<file path="src/pkg/mdst_pkg.sv">
// Purpose: constants and types for the drive motor speed, trim and ramp controller
// Assumes: 20 MHz system clock, Avalon-MM register access
// Notes: command codes and register offsets are fixed here only
package mdst_pkg;

  // register byte offsets
  localparam logic [4:0] REG_COMMAND = 5'h00;
  localparam logic [4:0] REG_MOTION = 5'h04;
  localparam logic [4:0] REG_STATUS = 5'h08;
  localparam logic [4:0] REG_SETUP = 5'h0C;
  localparam logic [4:0] REG_SPEEDS = 5'h14;
  localparam logic [4:0] REG_TRIMS = 5'h18;

  // command codes, in bits 15..8 of the command register
  localparam logic [7:0] CMD_MOTOR_TYPE_SETUP = 8'h01;
  localparam logic [7:0] CMD_RIGHT_FORWARD_TRIM = 8'h02;
  localparam logic [7:0] CMD_LEFT_FORWARD_TRIM = 8'h03;
  localparam logic [7:0] CMD_RIGHT_BACKWARD_TRIM = 8'h04;
  localparam logic [7:0] CMD_LEFT_BACKWARD_TRIM = 8'h05;
  localparam logic [7:0] CMD_NORMAL_SPEED = 8'h06;
  localparam logic [7:0] CMD_REDUCED_SPEED = 8'h07;
  localparam logic [7:0] CMD_REDUCED2_SPEED = 8'h08;
  localparam logic [7:0] CMD_TURN_DURATION = 8'h09;
  localparam logic [7:0] CMD_MOVE_DURATION = 8'h0A;
  localparam logic [7:0] CMD_ACCEL_STEP = 8'h0B;

  // setup qualifier and setup readback fields
  localparam int SETUP_TYPE_MSB = 2;
  localparam int SETUP_ENCODER_BIT = 3;
  localparam logic [2:0] SMALL_DIRECT_MOTOR_TYPE = 3'h0;
  localparam int SETUP_TURN_LSB = 4;
  localparam int SETUP_MOVE_LSB = 12;
  localparam int SETUP_ACCEL_LSB = 20;

  // status register fields
  localparam int STATUS_RIGHT_SPEED_LSB = 0;
  localparam int STATUS_LEFT_SPEED_LSB = 7;
  localparam int STATUS_RIGHT_FWD_BIT = 15;
  localparam int STATUS_LEFT_FWD_BIT = 16;
  localparam int STATUS_CONFIGURED_BIT = 17;
  localparam int STATUS_MOTION_LSB = 18;

  // speed and trim readback fields
  localparam int SPEEDS_NORMAL_LSB = 0;
  localparam int SPEEDS_REDUCED_LSB = 8;
  localparam int SPEEDS_REDUCED2_LSB = 16;
  localparam int TRIMS_RF_LSB = 0;
  localparam int TRIMS_LF_LSB = 8;
  localparam int TRIMS_RB_LSB = 16;
  localparam int TRIMS_LB_LSB = 24;

  // motion register fields
  localparam int MOTION_TURN_LEFT_BIT = 2;
  localparam int MOTION_AMOUNT_LSB = 16;
  localparam logic [1:0] MOTION_STOP = 2'h0;
  localparam logic [1:0] MOTION_FORWARD = 2'h1;
  localparam logic [1:0] MOTION_BACKWARD = 2'h2;
  localparam logic [1:0] MOTION_TURN = 2'h3;

  // percentages and reset values
  localparam logic [6:0] FULL_SPEED = 7'h64;
  localparam logic [6:0] PWM_LAST = 7'h63;
  localparam logic [6:0] NORMAL_SPEED_RESET = 7'h32;
  localparam logic [6:0] REDUCED_SPEED_RESET = 7'h1E;
  localparam logic [6:0] REDUCED2_SPEED_RESET = 7'h14;
  localparam logic [7:0] DURATION_RESET = 8'h0A;
  localparam logic [7:0] ACCEL_STEP_RESET = 8'h01;

  // speed update tick
  localparam int CLK_PERIOD_NS = 50;
  localparam int SPEED_TICK_US = 1000;
  localparam int SPEED_TICK_CYCLES = SPEED_TICK_US * 1000 / CLK_PERIOD_NS;

  typedef enum logic [1:0] {
    MDST_IDLE = 2'b00,
    MDST_TIMED = 2'b01,
    MDST_FREE = 2'b11
  } mdst_motion_t;

  typedef struct packed {
    logic fwd;
    logic [6:0] speed;
  } mdst_wheel_cmd_t;

  typedef struct packed {
    logic [6:0] pwm_cnt;
    logic [6:0] cur;
    logic fwd;
    logic pwm;
  } mdst_wheel_state_t;

  typedef struct packed {
    logic waitreq;
    logic [31:0] rdata;
    logic configured;
    logic [2:0] mtype;
    logic encoder;
    logic [6:0] trim_rf;
    logic [6:0] trim_lf;
    logic [6:0] trim_rb;
    logic [6:0] trim_lb;
    logic [6:0] spd_normal;
    logic [6:0] spd_reduced;
    logic [6:0] spd_reduced2;
    logic [7:0] turn_time;
    logic [7:0] move_time;
    logic [7:0] accel_step;
    mdst_motion_t motion;
    logic [23:0] dur;
    logic [14:0] tick_cnt;
    logic tick;
    mdst_wheel_cmd_t left;
    mdst_wheel_cmd_t right;
  } mdst_state_t;

endpackage

</file>
<file path="src/hdl/mdst_top.sv">
// Purpose: command driven drive motor controller with trims, timed moves and ramping
// Assumes: Avalon-MM master on sys_clk_in, byte addresses, 32-bit data
// Notes: every bus access is answered one cycle after it is seen
//
// The implementer's own choices: the Avalon-MM register port and the register addresses.
`timescale 1ns/10ps
module mdst_top #(
  parameter int TICK_CYCLES = mdst_pkg::SPEED_TICK_CYCLES
) (
  input wire logic sys_clk_in,
  input wire logic rst_n_in,
  input wire logic [4:0] avs_address_in,
  input wire logic avs_read_in,
  input wire logic avs_write_in,
  input wire logic [31:0] avs_writedata_in,
  output logic [31:0] avs_readdata_out,
  output logic avs_waitrequest_out,
  output logic left_pwm_out,
  output logic left_fwd_out,
  output logic right_pwm_out,
  output logic right_fwd_out
);

  mdst_pkg::mdst_state_t q;
  mdst_pkg::mdst_state_t d;
  logic [6:0] left_speed;
  logic [6:0] right_speed;
  logic left_fwd;
  logic right_fwd;
  logic [31:0] status_word;
  logic [31:0] setup_word;
  logic [31:0] speeds_word;
  logic [31:0] trims_word;

  ////////////////////////////////////////////////////////////////////////////
  // helpers

  // trim only ever lowers: result = speed * (100 - trim) / 100
  function automatic logic [6:0] trimmed(input logic [6:0] speed, input logic [6:0] trim);
    logic [13:0] prod;
    prod = 14'(speed) * 14'(mdst_pkg::FULL_SPEED - trim);
    return 7'(prod / 14'(mdst_pkg::FULL_SPEED));
  endfunction

  function automatic logic [6:0] pct(input logic [7:0] v);
    return (v > {1'b0, mdst_pkg::FULL_SPEED}) ? mdst_pkg::FULL_SPEED : v[6:0];
  endfunction

  ////////////////////////////////////////////////////////////////////////////
  // next state

  logic wr_go;
  logic [7:0] code;
  logic [7:0] qual;
  logic [1:0] kind;
  logic [15:0] amount;
  logic [6:0] base;
  logic [7:0] scale;

  always_comb
  begin
    d = q;
    wr_go = avs_write_in && !q.waitreq;
    code = avs_writedata_in[15:8];
    qual = avs_writedata_in[7:0];
    kind = avs_writedata_in[1:0];
    amount = avs_writedata_in[31:mdst_pkg::MOTION_AMOUNT_LSB];
    base = q.spd_normal;
    scale = q.move_time;

    // read words, assembled field by field
    status_word = 32'h0000_0000;
    status_word[mdst_pkg::STATUS_MOTION_LSB +: 2] = q.motion;
    status_word[mdst_pkg::STATUS_CONFIGURED_BIT] = q.configured;
    status_word[mdst_pkg::STATUS_LEFT_FWD_BIT] = left_fwd;
    status_word[mdst_pkg::STATUS_RIGHT_FWD_BIT] = right_fwd;
    status_word[mdst_pkg::STATUS_LEFT_SPEED_LSB +: 7] = left_speed;
    status_word[mdst_pkg::STATUS_RIGHT_SPEED_LSB +: 7] = right_speed;
    setup_word = 32'h0000_0000;
    setup_word[mdst_pkg::SETUP_TYPE_MSB:0] = q.mtype;
    setup_word[mdst_pkg::SETUP_ENCODER_BIT] = q.encoder;
    setup_word[mdst_pkg::SETUP_TURN_LSB +: 8] = q.turn_time;
    setup_word[mdst_pkg::SETUP_MOVE_LSB +: 8] = q.move_time;
    setup_word[mdst_pkg::SETUP_ACCEL_LSB +: 8] = q.accel_step;
    speeds_word = 32'h0000_0000;
    speeds_word[mdst_pkg::SPEEDS_NORMAL_LSB +: 7] = q.spd_normal;
    speeds_word[mdst_pkg::SPEEDS_REDUCED_LSB +: 7] = q.spd_reduced;
    speeds_word[mdst_pkg::SPEEDS_REDUCED2_LSB +: 7] = q.spd_reduced2;
    trims_word = 32'h0000_0000;
    trims_word[mdst_pkg::TRIMS_RF_LSB +: 7] = q.trim_rf;
    trims_word[mdst_pkg::TRIMS_LF_LSB +: 7] = q.trim_lf;
    trims_word[mdst_pkg::TRIMS_RB_LSB +: 7] = q.trim_rb;
    trims_word[mdst_pkg::TRIMS_LB_LSB +: 7] = q.trim_lb;

    // speed update tick
    d.tick = 1'b0;
    if (q.tick_cnt == 15'(TICK_CYCLES - 1))
    begin
      d.tick_cnt = 15'h0000;
      d.tick = 1'b1;
    end
    else
    begin
      d.tick_cnt = 15'(q.tick_cnt + 15'h0001);
    end

    // bus handshake: a request is answered on the next cycle
    d.waitreq = 1'b1;
    if ((avs_read_in || avs_write_in) && q.waitreq)
    begin
      d.waitreq = 1'b0;
      d.rdata = 32'h0000_0000;
      if (avs_read_in)
      begin
        unique case (avs_address_in)
          mdst_pkg::REG_STATUS:
            d.rdata = status_word;
          mdst_pkg::REG_SETUP:
            d.rdata = setup_word;
          mdst_pkg::REG_SPEEDS:
            d.rdata = speeds_word;
          mdst_pkg::REG_TRIMS:
            d.rdata = trims_word;
          default:
            d.rdata = 32'h0000_0000;
        endcase
      end
    end

    // timed motion countdown
    if (q.motion == mdst_pkg::MDST_TIMED && q.tick)
    begin
      if (q.dur <= 24'h000001)
      begin
        d.dur = 24'h000000;
        d.motion = mdst_pkg::MDST_IDLE;
        d.left.speed = 7'h00;
        d.right.speed = 7'h00;
      end
      else
      begin
        d.dur = 24'(q.dur - 24'h000001);
      end
    end

    // configuration commands
    if (wr_go && avs_address_in == mdst_pkg::REG_COMMAND)
    begin
      unique case (code)
        mdst_pkg::CMD_MOTOR_TYPE_SETUP:
        begin
          d.mtype = qual[mdst_pkg::SETUP_TYPE_MSB:0];
          d.encoder = qual[mdst_pkg::SETUP_ENCODER_BIT];
          d.configured = 1'b1;
        end
        mdst_pkg::CMD_RIGHT_FORWARD_TRIM: d.trim_rf = pct(qual);
        mdst_pkg::CMD_LEFT_FORWARD_TRIM: d.trim_lf = pct(qual);
        mdst_pkg::CMD_RIGHT_BACKWARD_TRIM: d.trim_rb = pct(qual);
        mdst_pkg::CMD_LEFT_BACKWARD_TRIM: d.trim_lb = pct(qual);
        mdst_pkg::CMD_NORMAL_SPEED: d.spd_normal = pct(qual);
        mdst_pkg::CMD_REDUCED_SPEED: d.spd_reduced = pct(qual);
        mdst_pkg::CMD_REDUCED2_SPEED: d.spd_reduced2 = pct(qual);
        mdst_pkg::CMD_TURN_DURATION: d.turn_time = qual;
        mdst_pkg::CMD_MOVE_DURATION: d.move_time = qual;
        // zero would freeze the ramp, so it is kept as one
        mdst_pkg::CMD_ACCEL_STEP: d.accel_step = (qual == 8'h00) ? 8'h01 : qual;
        default:
        begin
        end
      endcase
    end

    // motion commands, ignored until the motor type is known
    if (wr_go && avs_address_in == mdst_pkg::REG_MOTION && q.configured)
    begin
      if (amount == 16'h0001 || q.encoder)
      begin
        base = q.spd_normal;
      end
      else if (amount != 16'h0000)
      begin
        base = q.spd_reduced;
      end
      scale = (kind == mdst_pkg::MOTION_TURN) ? q.turn_time : q.move_time;
      d.dur = 24'(amount) * 24'(scale);
      d.motion = (amount == 16'h0000) ? mdst_pkg::MDST_FREE : mdst_pkg::MDST_TIMED;
      unique case (kind)
        mdst_pkg::MOTION_FORWARD:
        begin
          d.left = '{fwd: 1'b1, speed: trimmed(base, q.trim_lf)};
          d.right = '{fwd: 1'b1, speed: trimmed(base, q.trim_rf)};
        end
        mdst_pkg::MOTION_BACKWARD:
        begin
          d.left = '{fwd: 1'b0, speed: trimmed(base, q.trim_lb)};
          d.right = '{fwd: 1'b0, speed: trimmed(base, q.trim_rb)};
        end
        mdst_pkg::MOTION_TURN:
        begin
          if (avs_writedata_in[mdst_pkg::MOTION_TURN_LEFT_BIT])
          begin
            d.left = '{fwd: 1'b0, speed: trimmed(base, q.trim_lb)};
            d.right = '{fwd: 1'b1, speed: trimmed(base, q.trim_rf)};
          end
          else
          begin
            d.left = '{fwd: 1'b1, speed: trimmed(base, q.trim_lf)};
            d.right = '{fwd: 1'b0, speed: trimmed(base, q.trim_rb)};
          end
        end
        mdst_pkg::MOTION_STOP:
        begin
          d.motion = mdst_pkg::MDST_IDLE;
          d.dur = 24'h000000;
          d.left.speed = 7'h00;
          d.right.speed = 7'h00;
        end
      endcase
    end
  end

  ////////////////////////////////////////////////////////////////////////////
  // state register

  always_ff @(posedge sys_clk_in or negedge rst_n_in)
  begin
    if (!rst_n_in)
    begin
      q <= '0;
      q.waitreq <= 1'b1;
      q.mtype <= mdst_pkg::SMALL_DIRECT_MOTOR_TYPE;
      q.spd_normal <= mdst_pkg::NORMAL_SPEED_RESET;
      q.spd_reduced <= mdst_pkg::REDUCED_SPEED_RESET;
      q.spd_reduced2 <= mdst_pkg::REDUCED2_SPEED_RESET;
      q.turn_time <= mdst_pkg::DURATION_RESET;
      q.move_time <= mdst_pkg::DURATION_RESET;
      q.accel_step <= mdst_pkg::ACCEL_STEP_RESET;
      q.motion <= mdst_pkg::MDST_IDLE;
      q.left <= '{fwd: 1'b1, speed: 7'h00};
      q.right <= '{fwd: 1'b1, speed: 7'h00};
    end
    else
    begin
      q <= d;
    end
  end

  ////////////////////////////////////////////////////////////////////////////
  // wheels

  mdst_wheel u_left (
    .sys_clk_in(sys_clk_in),
    .rst_n_in(rst_n_in),
    .tick_in(q.tick),
    .powered_in(q.configured),
    .step_in(q.accel_step),
    .cmd_in(q.left),
    .pwm_out(left_pwm_out),
    .fwd_out(left_fwd),
    .speed_out(left_speed)
  );

  mdst_wheel u_right (
    .sys_clk_in(sys_clk_in),
    .rst_n_in(rst_n_in),
    .tick_in(q.tick),
    .powered_in(q.configured),
    .step_in(q.accel_step),
    .cmd_in(q.right),
    .pwm_out(right_pwm_out),
    .fwd_out(right_fwd),
    .speed_out(right_speed)
  );

  assign left_fwd_out = left_fwd;
  assign right_fwd_out = right_fwd;
  assign avs_readdata_out = q.rdata;
  assign avs_waitrequest_out = q.waitreq;

endmodule

</file>
<file path="src/hdl/mdst_wheel.sv">
// Purpose: one wheel: speed ramp, direction change at standstill, PWM
// Assumes: tick is a one cycle pulse from the same clock
// Notes: a direction change first ramps to zero
`timescale 1ns/10ps
module mdst_wheel (
  input wire logic sys_clk_in,
  input wire logic rst_n_in,
  input wire logic tick_in,
  input wire logic powered_in,
  input wire logic [7:0] step_in,
  input wire mdst_pkg::mdst_wheel_cmd_t cmd_in,
  output logic pwm_out,
  output logic fwd_out,
  output logic [6:0] speed_out
);

  mdst_pkg::mdst_wheel_state_t q;
  mdst_pkg::mdst_wheel_state_t d;
  logic [7:0] goal;
  logic [7:0] gap;

  always_comb
  begin
    d = q;
    // hold target at zero until the wheel stands still in the old direction
    goal = (q.fwd != cmd_in.fwd) ? 8'h00 : {1'b0, cmd_in.speed};
    gap = 8'h00;
    if (tick_in)
    begin
      if ({1'b0, q.cur} < goal)
      begin
        gap = goal - {1'b0, q.cur};
        d.cur = (gap > step_in) ? 7'(q.cur + step_in[6:0]) : goal[6:0];
      end
      else if ({1'b0, q.cur} > goal)
      begin
        gap = {1'b0, q.cur} - goal;
        d.cur = (gap > step_in) ? 7'(q.cur - step_in[6:0]) : goal[6:0];
      end
    end
    if (q.cur == 7'h00 && q.fwd != cmd_in.fwd)
    begin
      d.fwd = cmd_in.fwd;
    end
    d.pwm_cnt = (q.pwm_cnt == mdst_pkg::PWM_LAST) ? 7'h00 : 7'(q.pwm_cnt + 7'h01);
    d.pwm = powered_in && (q.pwm_cnt < q.cur);
  end

  always_ff @(posedge sys_clk_in or negedge rst_n_in)
  begin
    if (!rst_n_in)
    begin
      q <= '0;
      q.fwd <= 1'b1;
    end
    else
    begin
      q <= d;
    end
  end

  assign pwm_out = q.pwm;
  assign fwd_out = q.fwd;
  assign speed_out = q.cur;

endmodule

</file>
<file path="config.mk">
export PLATFORM = sky130hd
export DESIGN_NAME = mdst_top
export DESIGN_NICKNAME = d
export VERILOG_FILES = /design/src/pkg/mdst_pkg.sv /design/src/hdl/mdst_top.sv /design/src/hdl/mdst_wheel.sv
export SDC_FILE = /design/constraint.sdc
export NUM_CORES = 2
export LEC_CHECK = 0
export BUFFER_PORTS_ARGS = -buffer_cell sky130_fd_sc_hd__clkbuf_2
export CAP_MARGIN = 20
export CORE_MARGIN = 1.5
export CORE_UTILIZATION = 40
export DETAILED_ROUTE_END_ITERATION = 12
export HOLD_SLACK_MARGIN = 0.06
export PLACE_DENSITY = 0.63
export SLEW_MARGIN = 20
export SYNTH_ARGS = -nofsm -noshare
export SYNTH_HDL_FRONTEND = slang
export SYNTH_HIERARCHICAL = 1
export SYNTH_SLANG_ARGS = --single-unit
</file>
<file path="constraint.sdc">
create_clock -name sys_clk_in -period 18.4 [get_ports sys_clk_in]
set_input_delay 3.68 -clock sys_clk_in [delete_from_list [all_inputs] [get_ports sys_clk_in]]
set_output_delay 3.68 -clock sys_clk_in [all_outputs]
set_load 0.005 [all_outputs]
</file>
[Yosys cells after proc, flatten, opt, wreduce, memory -nomap -nowiden]
Index checks and enable logic that the tools add are counted.
Cells by class
  $add $sub $neg: 16
  multiply operators: 5
  divide/modulo/power cells: 4
  order comparisons: 12
  equality and inequality tests: 26
  mux-type cells: 37
  reduce and logical (&&, ||, !) cells: 40
Operators with widths (count)
  two-way mux 7 bit: 18
  case mux 31 bit (4 select lines): 1
  two-way mux 26 bit: 3
  divider 14 x 7 -> 14 bit, second input constant: 4
  multiplier 8 x 8 -> 14 bit: 4
  case mux 7 bit (4 select lines): 2
  two-way mux 33 bit: 1
  equality test 8 x 3 -> 1 bit, second input constant: 4
  equality test 8 x 4 -> 1 bit, second input constant: 4
  greater-than comparator 8 bit: 4
  subtractor 7 x 7 -> 8 bit, first input constant: 4
  two-way mux 31 bit: 1
  two-way mux 15 bit: 2
  AND reduction 2 bit: 15
  <= comparator 24 x 1 -> 1 bit, second input constant: 1
  multiplier 16 x 8 -> 24 bit: 1
  two-way mux 24 bit: 1
  subtractor 24 x 1 -> 24 bit, second input constant: 1
  equality test 16 x 1 -> 1 bit, second input constant: 1
  equality test 8 x 2 -> 1 bit, second input constant: 2
  greater-than comparator 7 x 8 -> 1 bit: 2
  zero test 16 bit: 1
  less-than comparator 7 x 8 -> 1 bit: 2
  two-way mux 16 bit: 1
  other kinds (31): 60
Storage, ports and cells
  flip-flop bits (word level): 201
  input bits: 41
  output and inout bits: 37

[Longest topological paths before layout]
  depth after elaboration: 10
  depth in mapped cells: 42

[Cells and area by module]
Netlist, hierarchy kept.
Modules (own cells, without submodules)
  mdst_top: times used 1, cells an instance 2997, area an instance 24893.9 um^2, seq. area each 4225.3 um^2
  mdst_wheel: times used 2, cells an instance 291, area an instance 2442.3 um^2, seq. area each 401.6 um^2

[Worst setup path before layout]
OpenSTA, ideal clock, no wires.
  kind: input port to flip-flop
  start: input port avs_writedata_in[19]
  end: register q[0] in the netlist's numbering
  data arrival time: 13.291 ns
  setup slack: 5.023 ns
  stages: 36
  buffers on the path: 4
  cell sequence: clkbuf_1 > nor3_1 > a41oi_4 > clkbuf_1 > mux2i_1 > clkbuf_1 > nor2_1 > fa_1 > fa_1 > inv_1 > fa_1 > fa_1 > inv_1 > ha_1 > o21ai_0 > o21ai_0 > o41ai_2 > o21a_1 > xor2_2 > buf_2 > nor2_1 > o21a_1 > or2_1 > o21ai_1 > mux2_2 > a211o_1 > or2_2 > a22oi_2 > a21boi_0 > a2111oi_2 > nor2_1 > maj3_1 > o21ai_2 > mux2i_1 > nand4_1 > o211ai_1
On the way
  word-level cells in the longest chain between the ends: 9
  elaborated cells between the ends (all ways): 13
  classes of those cells: mul (2); div (2); eq/ne (1); mux (6); reduce/logical (2)
Ends and longest elaborated chain
  from (decl): RTL line mdst_top.sv:15  | input wire logic [31:0] avs_writedata_in,
  nonzero test 16 bit or equality test 16 x 1 -> 1 bit (tied branches): RTL line mdst_top.sv:180, mdst_top.sv:176
  two-way mux 7 bit or logical OR 1 bit (tied branches): RTL line mdst_top.sv:180, mdst_top.sv:176
  two-way mux 7 bit (*): RTL line mdst_top.sv:176  | if (amount == 16'h0001 || q.encoder)
  two-way mux 7 bit (*): RTL line mdst_top.sv:174  | if (wr_go && avs_address_in == mdst_pkg::REG_MOTION && q.configured)
  multiplier 8 x 8 -> 14 bit: RTL line mdst_top.sv:41  | prod = 14'(speed) * 14'(mdst_pkg::FULL_SPEED - trim);
  divider 14 x 7 -> 14 bit: RTL line mdst_top.sv:42  | return 7'(prod / 14'(mdst_pkg::FULL_SPEED));
  two-way mux 16 bit: RTL line mdst_top.sv:200  | if (avs_writedata_in[mdst_pkg::MOTION_TURN_LEFT_BIT])
  case mux 7 bit (4 select lines) (*): RTL line mdst_top.sv:187  | unique case (kind)
  two-way mux 15 bit (*): RTL line mdst_top.sv:174
  to (decl): RTL line mdst_top.sv:24  | mdst_pkg::mdst_state_t q;
Mark *: on every way between the ends. The rest lies on a longest branch, timed or not. The select of a mux whose other input is x is not followed.
A chain may end at the register's enable or synchronous reset.

[Worst setup path in the final report]
  start: input port avs_writedata_in[23]
  end: register q[0] in the netlist's numbering
The elaborated chain is that of the path after synthesis.

==> results.sh <==
export IMPL_outcome="completed"
export IMPL_final_cell_area_um2=31400
export IMPL_cts_resized=0
export IMPL_io_buffers=76
export IMPL_p_per_area_nw_per_um2=29.3
export IMPL_die_x_um=276
export IMPL_r2r_end="q[0]$_DFFE_PN0P_"
export IMPL_pin_count=78
export IMPL_drc=0
export IMPL_postLayoutSetupSlackWorst_ns=4.41
export IMPL_synth_top_area_cell="dfrtp_1"
export IMPL_cts_root_buf="clkbuf_16"
export IMPL_hold_depth=1
export IMPL_cts_sinks=200
export IMPL_dominantRegCellSynth="dfrtp_1"
export IMPL_critPathMaxStageDelay_ns=0.72
export IMPL_fillers=7309
export IMPL_place_ws_ns=4.06
export IMPL_hpwl_um=63900
export IMPL_crit_top_cell="fa_1"
export IMPL_syn_avg_cell_area_um2=8.32
export IMPL_placement_cell_area_um2=30700
export IMPL_fin_crit_ns=13.99
export IMPL_firstDrtPassIters=8
export IMPL_ant_nets=0
export IMPL_cp_start_kind="input port"
export IMPL_final_nets=4074
export IMPL_setup_viol=0
export IMPL_hold_worst_slack_ns=0.482
export IMPL_area_delta_synth_final_pct=5.35
export IMPL_arrival_ns=14.39
export IMPL_fin_skew_ns=0.0293
export IMPL_cts_root_to_sink_buffers=2
export IMPL_wl_um=81800
export IMPL_syn_inst=3579
export IMPL_ir_worst_vdd_mv=0.0560
export IMPL_drt_iter0_markers=2184
export IMPL_ys_seq_elements=200
export IMPL_synth_top_cell_area_share_pct=15.2
export IMPL_start_util_pct=40.6
export IMPL_worstSetupPathType="in2reg"
export IMPL_rows=99
export IMPL_gr_total_overflow=0
export IMPL_relSlewSlack_pct=27.0
export IMPL_r2r_start="q[131]$_DFFE_PN0P_"
export IMPL_hold_viol=0
export IMPL_critical_path_peak_fanout=32
export IMPL_cp_data_required_time_ns=18.80
export IMPL_grt_usage_pct=21.5
export IMPL_layout_cells_most_common_list="385 x inv_1, 326 x nor2_1, 315 x nand2_1, 293 x ha_1, 216 x fa_1"
export IMPL_viasPerCell=5.68
export IMPL_cp_slowest_cell="xor2_1"
export IMPL_wl_per_cell_um=18.2
export IMPL_hold_path_class="reg2reg"
export IMPL_die_area_um2=76100
export IMPL_ff2ff_path_depth=32
export IMPL_gp_congestion=0.911
export IMPL_tns_ns=0
export IMPL_synth_edff_count=0
export IMPL_rsz0062_at_grt="false"
export IMPL_numCtsBuffers=17
export IMPL_cts_hold_buffers=0
export IMPL_maxCapViolCount=0
export IMPL_antenna_found_initial=1
export IMPL_end_kind="register"
export IMPL_p_leak_uw=0.0150
export IMPL_clock_latency_ns=0.50
export IMPL_post_cts_setup_buffers=0
export IMPL_tightest_slew_ns=1.09
export IMPL_cts_tree="yes"
export IMPL_synth_nets=4129
export IMPL_h_tree_depth=4
export IMPL_drive_gt1_share_pct=9.44
export IMPL_ys_seq_area_share_pct=16.9
export IMPL_final_common_cell="inv_1"
export IMPL_grt_pass1_wl_um=131000
export IMPL_grt_max_degree=76
export IMPL_die_h_um=276
export IMPL_vias=25600
export IMPL_reg2reg_slack_ns=7.52
export IMPL_fin_util_pct=42.8
export IMPL_synth_cell_types=122
export IMPL_grt_pass1_vias=24000
export IMPL_core_um2=73300
export IMPL_netlist_top_cells_area="dfrtp_1 15%, fa_1 15%, ha_1 12%, inv_1 4.9%, nor2_1 4.1%"
export IMPL_synthArstFlopShare_pct=100
export IMPL_hp_start="q[21]$_DFF_PN0_"
export IMPL_slew_viol_final=0
export IMPL_clock_fmax_mhz=71.5
export IMPL_fin_crit_sh_pct=76.1
export IMPL_min_to="q[21]$_DFF_PN0_"
export IMPL_yosys_warnings=6
export IMPL_path_clk_slew_ns=0.09
export IMPL_netlist_area_um2=29800
## critical path: cells and delay by family
kind / cells / cell delay, ns
compound gates: 17 / 4.84
fa+ha+maj: 6 / 2.82
simple gates: 4 / 1.49
xor+xnor: 1 / 0.72
buf+inv: 3 / 0.51
mux: 1 / 0.30
## routing by layer
| layer | track usage, % | part of all wire, % | vias to the layer above |
|---|---|---|---|
| met2 | 33.9 | 45 | 783 |
| li1 | - | - | 12300 |
| met1 | 30.8 | 47 | 12400 |
| met3 | 3.51 | 6.6 | 81 |
| met5 | 0 | 0.020 | - |
| met4 | 4.68 | 1.6 | 2 |
## area by class of cell
| class | instances | area (um2) | area share [%] |
|---|---|---|---|
| diodes | 1 | 2.50 | 0.00798 |
| well taps | 959 | 1200 | 3.82 |
| clock buffers | 18 | 429 | 1.37 |
| flip-flops and latches | 200 | 5030 | 16.0 |
| inverters | 389 | 1460 | 4.65 |
| multi-input cells | 2814 | 22500 | 71.6 |
| clock inverters | 14 | 213 | 0.678 |
| repair buffers | 102 | 586 | 1.87 |
## Yosys cell counts (all sizes together), types with 16 or more instances
library cell    n
xor2           53
nand2b         57
nor2b          66
o221ai         16
a211oi         51
nand3          80
a22o           19
nor4           23
fa            216
a31oi          25
and2           65
dfrtp         181
nor2          328
clkbuf        102
o21a           21
nand2         317
o31ai          29
a22oi          20
or3            22
xnor2         130
nor3           64
o211ai         27
buf            74
a21o           54
o21ai         231
and3           22
mux2i          38
nand4          25
inv           386
or2            31
ha            293
mux2           51
a21oi         178
o21bai         29
a221oi         30
dfstp          19
## state kept, by name, summed over array words and instances (netlist names)
| name | cells |
|---|---|
| u_right/q | 7 |
| u_right/speed_out | 7 |
| u_left/speed_out | 7 |
| u_left/pwm_out | 1 |
| avs_waitrequest_out | 1 |
| u_left/q | 7 |
| u_right/fwd_out | 1 |
| avs_readdata_out | 31 |
| u_left/fwd_out | 1 |
| q | 136 |
| u_right/pwm_out | 1 |
## worst max path at each step
stage / startpoint / to / slack [ns]
floorplan: avs_writedata_in[19] / q[0]$_DFFE_PN0P_ / 5.02
global placement: avs_writedata_in[30] / q[0]$_DFFE_PN0P_ / 4.35
detailed placement: avs_writedata_in[23] / q[0]$_DFFE_PN0P_ / 4.06
CTS: avs_writedata_in[23] / q[0]$_DFFE_PN0P_ / 4.56
global route: avs_writedata_in[23] / q[0]$_DFFE_PN0P_ / 3.53
finish: avs_writedata_in[23] / q[0]$_DFFE_PN0P_ / 4.41
## report_power, final
part	switching, uW	leakage [uW]	internal, uW
clock	220	0.000310	202
combinational	40.4	0.0120	13.8
sequential	0.846	0.00262	440
## stage by stage
stage	power [uW]	cells
after detailed placement	503	4464
after global routing	948	4496
final	918	4497
after CTS	927	4496
after global placement	503	4464
after floorplan	476	3579
## cells by family (layout without fill, tap and decap cells)
group / Yosys count / after routing / share of synthesized area [%]
AO/OA/AOI/OAI: 882 / 882 / 20.6
XOR/XNOR: 185 / 185 / 5.69
adder cells (fa/ha/maj): 519 / 519 / 27.2
buffers and inverters: 565 / 523 / 7.82
flip-flops: 200 / 200 / 16.9
multiplexers: 89 / 89 / 3.24
other: 1 / 2 / 0.0126
AND/OR/NAND/NOR: 1138 / 1138 / 18.6
No activity file was read; power rests on OpenSTA's default activity.
